<file path="src/verilog/ccdr_defs.vh">
// Purpose: Constants for the CCD readout sequencer.
// Assumes: 125 MHz system clock.
// Notes: The vertical pulse is given in us and its cycle count derives from it; the horizontal half period is given in cycles.
`ifndef CCDR_DEFS_VH
`define CCDR_DEFS_VH
`define CCDR_CLK_MHZ 125
`define CCDR_LINE_PIX 4145
`define CCDR_FRAME_LINES 4128
`define CCDR_EFF_PIX 4127
`define CCDR_ACT_PIX 4096
`define CCDR_ACT_LINES 4096
`define CCDR_DUMMY_PIX 11
`define CCDR_TEST_LEAD_PIX 4
`define CCDR_DARK_PIX 20
`define CCDR_BUF_PIX 1
`define CCDR_TEST_TAIL_PIX 3
`define CCDR_DARK_LEAD_LINES 20
`define CCDR_DARK_TAIL_LINES 9
`define CCDR_BUF_LINES 1
`define CCDR_VPULSE_US 20
`define CCDR_VPULSE_CYC (`CCDR_VPULSE_US * `CCDR_CLK_MHZ)
`define CCDR_HHALF_CYC 16
`define CCDR_CLASS_DUMMY 3'h0
`define CCDR_CLASS_TEST 3'h1
`define CCDR_CLASS_DARK 3'h2
`define CCDR_CLASS_BUF 3'h3
`define CCDR_CLASS_ACTIVE 3'h4
`endif

</file>
<file path="src/verilog/ccdr_readout.v">
// Purpose: Timing generator that reads a full frame out of a full-frame CCD.
// Assumes: An external converter samples the video output and hands back a word per pixel.
// Notes: Pixels are tagged with a class and pass through a FIFO to the sink.
// Notes on behaviour
// - Each line begins with 11 dummy pixels that are never used as dark reference.
// - The 4 pixels after the dummies are test pixels and are kept out of the dark reference.
// - The last three pixels of each line are test pixels and are kept out of the dark reference.
// - A frame has 4145 pixel positions per line and 4128 lines, all of which are clocked out.
// - Both vertical phases stay low during integration.
// - A line enters the horizontal register on the falling edge of vertical phase b while horizontal phase a is high.
// - Horizontal phases a and b toggle complementarily, one pair per pixel.
// - The diffusion clear gate pulses after each pixel is sampled, before the next arrives.
// - Vertical pulses are at least 20 us wide.
`timescale 1ns/1ns
`include "ccdr_defs.vh"
module ccdr_readout #(
  parameter DATA_W = 16,
  parameter FIFO_DEPTH = 16,
  parameter VPULSE_CYC = `CCDR_VPULSE_CYC,
  parameter HHALF_CYC = `CCDR_HHALF_CYC,
  parameter LINE_PIX = `CCDR_LINE_PIX,
  parameter FRAME_LINES = `CCDR_FRAME_LINES
) (
  input wire CLK_I,
  input wire RST_I,
  input wire START_I,
  input wire [DATA_W-1:0] SAMPLE_DATA_I,
  input wire SAMPLE_VALID_I,
  input wire PIX_READY_I,
  output reg VERT_PHASE_A_O,
  output reg VERT_PHASE_B_O,
  output reg HORIZ_PHASE_A_O,
  output reg HORIZ_PHASE_B_O,
  output reg DIFFUSION_CLEAR_GATE_O,
  output reg SAMPLE_REQ_O,
  output wire PIX_VALID_O,
  output wire [DATA_W+3:0] PIX_DATA_O,
  output reg BUSY_O,
  output reg FRAME_DONE_O,
  output reg [15:0] DARK_REF_O
);
  localparam ST_IDLE = 3'h0;
  localparam ST_V1 = 3'h1;
  localparam ST_V2 = 3'h2;
  localparam ST_V3 = 3'h3;
  localparam ST_HLOW = 3'h4;
  localparam ST_HHIGH = 3'h5;
  localparam ST_WAIT = 3'h6;
  localparam ST_CLR = 3'h7;

  reg [2:0] state;
  reg [31:0] timer;
  reg [12:0] pix;
  reg [12:0] line;
  reg start_s1;
  reg start_s2;
  reg samp_v1;
  reg samp_v2;
  reg samp_v3;
  reg [DATA_W-1:0] samp_d1;
  reg [DATA_W-1:0] samp_d2;
  reg [DATA_W+3:0] fifo_in;
  reg fifo_wr;
  reg [DATA_W+4:0] dark_sum;
  reg samp_pend;
  wire fifo_ready;
  wire samp_rise;
  wire timer_done;

  // Position class of a pixel inside a line
  function [2:0] pix_class;
    input [12:0] p;
    begin
      if (p < `CCDR_DUMMY_PIX) begin
        pix_class = `CCDR_CLASS_DUMMY;
      end else if (p < `CCDR_DUMMY_PIX + `CCDR_TEST_LEAD_PIX) begin
        pix_class = `CCDR_CLASS_TEST;
      end else if (p >= LINE_PIX - `CCDR_TEST_TAIL_PIX) begin
        pix_class = `CCDR_CLASS_TEST;
      end else if (p < `CCDR_DUMMY_PIX + `CCDR_TEST_LEAD_PIX + `CCDR_DARK_PIX) begin
        pix_class = `CCDR_CLASS_DARK;
      end else if (p == `CCDR_DUMMY_PIX + `CCDR_TEST_LEAD_PIX + `CCDR_DARK_PIX
                   || p >= LINE_PIX - `CCDR_TEST_TAIL_PIX - `CCDR_BUF_PIX) begin
        pix_class = `CCDR_CLASS_BUF;
      end else begin
        pix_class = `CCDR_CLASS_ACTIVE;
      end
    end
  endfunction

  // Line class overrides only the active pixel class, in dark and buffer rows
  function [2:0] full_class;
    input [12:0] p;
    input [12:0] l;
    reg [2:0] pc;
    begin
      pc = pix_class(p);
      if (pc != `CCDR_CLASS_ACTIVE) begin
        full_class = pc;
      end else if (l < `CCDR_DARK_LEAD_LINES || l >= FRAME_LINES - `CCDR_DARK_TAIL_LINES) begin
        full_class = `CCDR_CLASS_DARK;
      end else if (l == `CCDR_DARK_LEAD_LINES
                   || l == FRAME_LINES - `CCDR_DARK_TAIL_LINES - `CCDR_BUF_LINES) begin
        full_class = `CCDR_CLASS_BUF;
      end else begin
        full_class = `CCDR_CLASS_ACTIVE;
      end
    end
  endfunction

  assign timer_done = (timer == 32'h00000000);
  assign samp_rise = samp_v2 && !samp_v3;

  // Pins from the converter cross into this domain
  always @(posedge CLK_I) begin
    if (RST_I) begin
      start_s1 <= 1'b0;
      start_s2 <= 1'b0;
      samp_v1 <= 1'b0;
      samp_v2 <= 1'b0;
      samp_v3 <= 1'b0;
      samp_d1 <= {DATA_W{1'b0}};
      samp_d2 <= {DATA_W{1'b0}};
    end else begin
      start_s1 <= START_I;
      start_s2 <= start_s1;
      samp_v1 <= SAMPLE_VALID_I;
      samp_v2 <= samp_v1;
      samp_v3 <= samp_v2;
      samp_d1 <= SAMPLE_DATA_I;
      samp_d2 <= samp_d1;
    end
  end

  always @(posedge CLK_I) begin
    if (RST_I) begin
      state <= ST_IDLE;
      timer <= 32'h00000000;
      pix <= 13'h0000;
      line <= 13'h0000;
      VERT_PHASE_A_O <= 1'b0;
      VERT_PHASE_B_O <= 1'b0;
      HORIZ_PHASE_A_O <= 1'b1;
      HORIZ_PHASE_B_O <= 1'b0;
      DIFFUSION_CLEAR_GATE_O <= 1'b0;
      SAMPLE_REQ_O <= 1'b0;
      BUSY_O <= 1'b0;
      FRAME_DONE_O <= 1'b0;
      DARK_REF_O <= 16'h0000;
      fifo_in <= {(DATA_W+4){1'b0}};
      fifo_wr <= 1'b0;
      dark_sum <= {(DATA_W+5){1'b0}};
      samp_pend <= 1'b0;
    end else begin
      FRAME_DONE_O <= 1'b0;
      fifo_wr <= 1'b0;
      if (!timer_done) begin
        timer <= timer - 32'h00000001;
      end
      case (state)
        ST_IDLE: begin
          // Integration: vertical clocks held low
          VERT_PHASE_A_O <= 1'b0;
          VERT_PHASE_B_O <= 1'b0;
          HORIZ_PHASE_A_O <= 1'b1;
          HORIZ_PHASE_B_O <= 1'b0;
          if (start_s2) begin
            BUSY_O <= 1'b1;
            line <= 13'h0000;
            // Reference is per frame, so the sum starts over
            dark_sum <= {(DATA_W+5){1'b0}};
            state <= ST_V1;
            VERT_PHASE_A_O <= 1'b1;
            timer <= VPULSE_CYC - 1;
          end
        end
        ST_V1: begin
          if (timer_done) begin
            VERT_PHASE_A_O <= 1'b0;
            VERT_PHASE_B_O <= 1'b1;
            timer <= VPULSE_CYC - 1;
            state <= ST_V2;
          end
        end
        ST_V2: begin
          if (timer_done) begin
            // Line lands in the horizontal register here, phase a still high
            VERT_PHASE_B_O <= 1'b0;
            HORIZ_PHASE_A_O <= 1'b1;
            timer <= VPULSE_CYC - 1;
            state <= ST_V3;
          end
        end
        ST_V3: begin
          if (timer_done) begin
            pix <= 13'h0000;
            HORIZ_PHASE_A_O <= 1'b0;
            HORIZ_PHASE_B_O <= 1'b1;
            timer <= HHALF_CYC - 1;
            state <= ST_HLOW;
          end
        end
        ST_HLOW: begin
          if (timer_done) begin
            HORIZ_PHASE_A_O <= 1'b1;
            HORIZ_PHASE_B_O <= 1'b0;
            SAMPLE_REQ_O <= 1'b1;
            state <= ST_WAIT;
          end
        end
        ST_WAIT: begin
          // Charge sits on the diffusion until the converter has it
          // The converter holds valid while requested, so a missed edge never comes again; keep it pending
          if ((samp_rise || samp_pend) && fifo_ready) begin
            samp_pend <= 1'b0;
            SAMPLE_REQ_O <= 1'b0;
            fifo_in <= {1'b0, full_class(pix, line), samp_d2};
            fifo_wr <= 1'b1;
            if (line == `CCDR_DARK_LEAD_LINES - 1
                && full_class(pix, line) == `CCDR_CLASS_DARK) begin
              dark_sum <= dark_sum + {5'h00, samp_d2};
            end
            DIFFUSION_CLEAR_GATE_O <= 1'b1;
            timer <= HHALF_CYC - 1;
            state <= ST_CLR;
          end else if (samp_rise) begin
            samp_pend <= 1'b1;
          end
        end
        ST_CLR: begin
          if (timer_done) begin
            DIFFUSION_CLEAR_GATE_O <= 1'b0;
            if (pix == LINE_PIX - 1) begin
              // Only after the whole line is out does the next vertical transfer begin
              if (line == `CCDR_DARK_LEAD_LINES - 1) begin
                DARK_REF_O <= dark_sum[DATA_W+4:DATA_W-11];
              end
              if (line == FRAME_LINES - 1) begin
                state <= ST_IDLE;
                BUSY_O <= 1'b0;
                FRAME_DONE_O <= 1'b1;
              end else begin
                line <= line + 13'h0001;
                VERT_PHASE_A_O <= 1'b1;
                timer <= VPULSE_CYC - 1;
                state <= ST_V1;
              end
            end else begin
              pix <= pix + 13'h0001;
              HORIZ_PHASE_A_O <= 1'b0;
              HORIZ_PHASE_B_O <= 1'b1;
              timer <= HHALF_CYC - 1;
              state <= ST_HLOW;
            end
          end
        end
        default: begin
          state <= ST_IDLE;
        end
      endcase
    end
  end

  ccdr_fifo #(
    .WIDTH(DATA_W + 4),
    .DEPTH(FIFO_DEPTH),
    .AW($clog2(FIFO_DEPTH))
  ) u_fifo (
    .clk_i(CLK_I),
    .rst_i(RST_I),
    .in_valid_i(fifo_wr),
    .in_ready_o(fifo_ready),
    .in_data_i(fifo_in),
    .out_valid_o(PIX_VALID_O),
    .out_ready_i(PIX_READY_I),
    .out_data_o(PIX_DATA_O)
  );
endmodule // ccdr_readout

</file>
<file path="src/verilog/ccdr_fifo.v">
// Purpose: Small synchronous FIFO for pixel samples.
// Assumes: Single clock, synchronous active-high reset.
// Notes: Read data come out of a register.
`timescale 1ns/1ns
module ccdr_fifo #(
  parameter WIDTH = 16,
  parameter DEPTH = 16,
  parameter AW = 4
) (
  input wire clk_i,
  input wire rst_i,
  input wire in_valid_i,
  output wire in_ready_o,
  input wire [WIDTH-1:0] in_data_i,
  output reg out_valid_o,
  input wire out_ready_i,
  output reg [WIDTH-1:0] out_data_o
);
  reg [WIDTH-1:0] mem [0:DEPTH-1];
  reg [AW-1:0] wr_ptr;
  reg [AW-1:0] rd_ptr;
  reg [AW:0] count;
  wire do_wr;
  wire do_rd;
  wire load_out;
  assign in_ready_o = (count != DEPTH[AW:0]);
  assign do_wr = in_valid_i && in_ready_o;
  // Output register refills whenever empty or being drained
  assign load_out = (!out_valid_o || out_ready_i) && (count != {(AW+1){1'b0}});
  assign do_rd = load_out;
  always @(posedge clk_i) begin
    if (do_wr) begin
      mem[wr_ptr] <= in_data_i;
    end
  end
  always @(posedge clk_i) begin
    if (rst_i) begin
      wr_ptr <= {AW{1'b0}};
      rd_ptr <= {AW{1'b0}};
      count <= {(AW+1){1'b0}};
      out_valid_o <= 1'b0;
      out_data_o <= {WIDTH{1'b0}};
    end else begin
      if (do_wr) begin
        wr_ptr <= wr_ptr + 1'b1;
      end
      if (do_rd) begin
        rd_ptr <= rd_ptr + 1'b1;
        out_data_o <= mem[rd_ptr];
        out_valid_o <= 1'b1;
      end else if (out_ready_i) begin
        out_valid_o <= 1'b0;
      end
      count <= count + {{AW{1'b0}}, do_wr} - {{AW{1'b0}}, do_rd};
    end
  end
endmodule // ccdr_fifo

</file>
<file path="config.mk">
export PLATFORM = sky130hd
export DESIGN_NAME = ccdr_readout
export DESIGN_NICKNAME = d
export VERILOG_FILES = /design/src/verilog/ccdr_readout.v /design/src/verilog/ccdr_fifo.v
export VERILOG_INCLUDE_DIRS = /design/src /design/src/verilog
export SDC_FILE = /design/constraint.sdc
export NUM_CORES = 1
export LEC_CHECK = 0
export BUFFER_PORTS_ARGS = -buffer_cell sky130_fd_sc_hd__buf_4
export CORE_ASPECT_RATIO = 0.6
export CORE_MARGIN = 5
export CORE_UTILIZATION = 30
export CTS_CLUSTER_SIZE = 28
export DETAILED_ROUTE_END_ITERATION = 8
export MAX_ROUTING_LAYER = met4
export SKIP_CTS_REPAIR_TIMING = 1
export SLEW_MARGIN = 40
export SYNTH_ARGS = -nofsm -noshare
export SYNTH_HDL_FRONTEND = slang
export SYNTH_SLANG_ARGS = --single-unit
</file>
<file path="constraint.sdc">
create_clock -name CLK_I -period 3.6 [get_ports CLK_I]
set_clock_uncertainty 0.05 [all_clocks]
set_input_delay 0.18 -clock CLK_I [delete_from_list [all_inputs] [get_ports CLK_I]]
set_output_delay 0.18 -clock CLK_I [all_outputs]
set_load 0.005 [all_outputs]
</file>
==> impl_results.md <==
* Fin cells at 2537
* Slew @ Worst Pin at 0.8267 ns
* Period utilisation layout at 0.9013
* Required @ worst endpoint at 4.05 ns
* Gr ovfl total at 0
* Switching power at 4.493 mW
* Initial antenna violation count at 0
* Clk Latency, worst-skew pair at 0.58 ns
* Routed vias/inst at 4.910
* DR vias at 12457
* Hold endpoint: u_fifo.out_valid_o
* Most used cell, CP: buf_4
* Syn_nets at 1551
* Antenna viol nets, final at 0
* Top cells by area, synth: edfxtp_1 (45%), dfxtp_1 (19%), mux4_2 (10%)
* Met2 WL at 20.60 mm
* Cell taking the most area after synthesis: edfxtp_1
* Path depth of the worst reg2reg path at 11
* Reg clk slew, reported paths at 0.07 ns
* Count leader, synth: edfxtp_1
* Met3 routed WL at 2.726 mm
* Main combinational cell family by area after synthesis: simple AND/OR/NAND/NOR gates
* CTS buffer count at 44
* Period minus WS final at 3.245 ns
* P&R area growth vs syn at 16.56%
* Detailed Place HPWL at 30.48 mm
* #FFs+latches synth at 501
* Largest net degree at the start of global routing at 53
* Reg-to-reg slack, setup at 0.36 ns
* EDFF count, synth at 304
* Fin Hold WS at -0.01396 ns
* Type of element capturing the critical path: register
* Synth Area in Adders at 0.02404
* Syn Area/Cell at 13.67 um^2
* Switching Share at 0.2970
* Die Y at 212.0 um
* DRT iter0 DRCs at 1160
* Top routing layer in use: met4
* Clock share of power at 0.310
* Slew margin rel. at 0.4438
* Crit Path Max Fanout at 14
* Util after Layout at 0.3513
* Count of final max-slew check failures at 0
* CP Class: reg -> reg
* Vias in the first global route at 12248
* Post-synth top flop: edfxtp_1
* Residual DRC count at 0
* Port bufs at 64
* Clk sink count at 501
* Routability Congestion at 0.8070
* Synth cell types at 67
* # IOs at 66
* Final Hold Fails at 1
* CP Launch Type: register
* TritonCTS clock tree: done
* Slowest CP cell: nor4_1
* Fmax at 308.2 MHz
* FF-to-FF Start: line[8]
* PwrDens at 636.3 nW/um^2
* Simple-Gate Fraction of Synth Area at 0.1168
* Row count at 74
* First-pass DRT Iterations at 5
* Worst vdd ir at 0.3584 mV
* Commonest cells in the synthesized netlist: edfxtp_1 (304), dfxtp_1 (197), nand2_1 (142), nor2_1 (119), mux4_2 (95)
* Syn Std Cell Area at 20400 um^2
* H-tree levels at 2
* Sequential Power Share at 0.442
* Initial Util at 0.3014
* Post-synthesis compound-gate area fraction at 0.05680
* Min-delay src: PIX_READY_I
* Mux cell area share after synthesis at 0.1147
* Final WL at 47.46 mm
* Global-route wire length before repair at 73.17 mm
* Max_cap viols at 0
* Die Area at 73480 um^2
* Fin nets at 1648
* Crit path buffers/inverters at 3
* Clock Tree Buf Depth at 3
* Total power at 15.13 mW
* P_int at 10.64 mW
* ANT cells at 0
* Logic pwr share at 0.249
* Final setup viols at 0
* Share of cells above drive strength 1 at 0.1994
* Yosys warns at 0
* Mapped Cells at 1492
* Critical path cell sequence: nor4_1 > nand4_1 > a31o_2 > nor4b_1 > buf_4 > a21oi_1 > buf_4 > buf_4 > nor4_1 > a21oi_1 > nor2_1
* Core area at 67680 um^2
* Leakage power at 8.145 nW
* Status: finished, violations left
* Placed cells at 2437
* CP top delay family: simple AND/OR/NAND/NOR gates
* Setup crit start: line[8]
* Max stage delay on crit path at 0.74 ns
* TNS Setup at 0 ns
* Hold Path Depth at 3
* Tightest Hold Check Type: in -> reg
* Critical Path AT at 3.69 ns
* Met1 wire length at 23.38 mm
* RSZ-0062 raised after global routing: no
* Die width at 346.6 um
* WL/cell at 18.71 um
* Failing checks: hold timing
* Ys async rst share at 0
* R2r endpoint: dark_sum[4]
* Total track usage at 0.1308
* Synth top area share at 0.4475
* Synth Area in XOR/XNOR at 0.02662
* Seq/Total Area, Yosys at 0.6409
* Root Driver: clkbuf_16
==> logic make-up (layout without fill, tap and decap cells) <==
family / count (synthesis) / count (layout)
compound gates: 192 / 192
other cells: 1 / 1
mux: 115 / 115
buf+inv: 102 / 235
fa+ha+maj: 38 / 38
flops: 501 / 501
simple gates: 481 / 481
xor+xnor: 62 / 62
==> power groups by stage <==
stage	clock (mW)	sequential [mW]	combinational, mW
2_1_floorplan	0	6.62	2.83
3_3_place_gp	0	6.79	3.72
3_5_place_dp	0	6.80	3.79
4_1_cts	4.80	6.68	3.81
5_1_grt	5.04	6.72	4.18
6_report	4.69	6.68	3.76
==> metrics by stage <==
step	hold slack (ns)	setup WS, ns	instance area, um^2
after CTS	-0.2512	0.4407	23600
final	-0.01396	0.3552	23780
after global placement	0.3391	0.5395	22170
after global routing	0.006194	0.1720	23780
after floorplan	0.2582	0.5430	20400
after detailed placement	0.3499	0.4784	22170
==> flip-flops by register name, summed over array words and instances, names as in the netlist, 16 cells and up <==
signal	flops
u_fifo.mem	304
u_fifo.out_data_o	19
timer	32
fifo_in	19
dark_sum	21
samp_d1	16
DARK_REF_O	16
samp_d2	16
==> layout make-up <==
class	count	area, um^2
Clock buffer	57	1211
Clock inverter	25	216.5
Fill cell	6474	43910
Inverter	26	97.59
Multi-Input combinational cell	889	6972
Sequential cell	501	13080
Tap cell	912	1141
Timing Repair Buffer	127	1061
==> worst max-delay path by stage <==
stage,to,slack [ns],depth (start not counted)
after floorplan,u_fifo.mem[3][0],0.54,7
after global placement,timer[8],0.54,8
after detailed placement,dark_sum[18],0.48,10
after CTS,dark_sum[16],0.44,10
after global routing,dark_sum[20],0.17,10
final,dark_sum[4],0.36,11
==> cell usage in the layout (no fill, tap or decap), types with 34 or more instances in the layout <==
cell and count:
nor2b_1 43, xnor2_1 34, clkbuf_16 45, ha_1 36, mux4_2 95, edfxtp_1 304, nor2_1 107, dfxtp_1 195
nand2_1 142, o21ai_0 40, buf_4 104, a21oi_1 86
==> worst reg2reg max path, stage by stage (launching register included) <==
cell,delay (ns)
dfxtp_1,0.34
nor4_1,0.74
nand4_1,0.39
a31o_2,0.32
nor4b_1,0.26
buf_4,0.21
a21oi_1,0.07
buf_4,0.17
buf_4,0.19
nor4_1,0.29
a21oi_1,0.07
nor2_1,0.09
==> per-layer routing <==
metal | global-route usage | up-vias
met5 | - | -
met4 | 0.02528 | 0
met3 | 0.02159 | 63
met2 | 0.1899 | 339
met1 | 0.1950 | 6320
li1 | - | 5735
No activity file was read; power rests on OpenSTA's default activity.
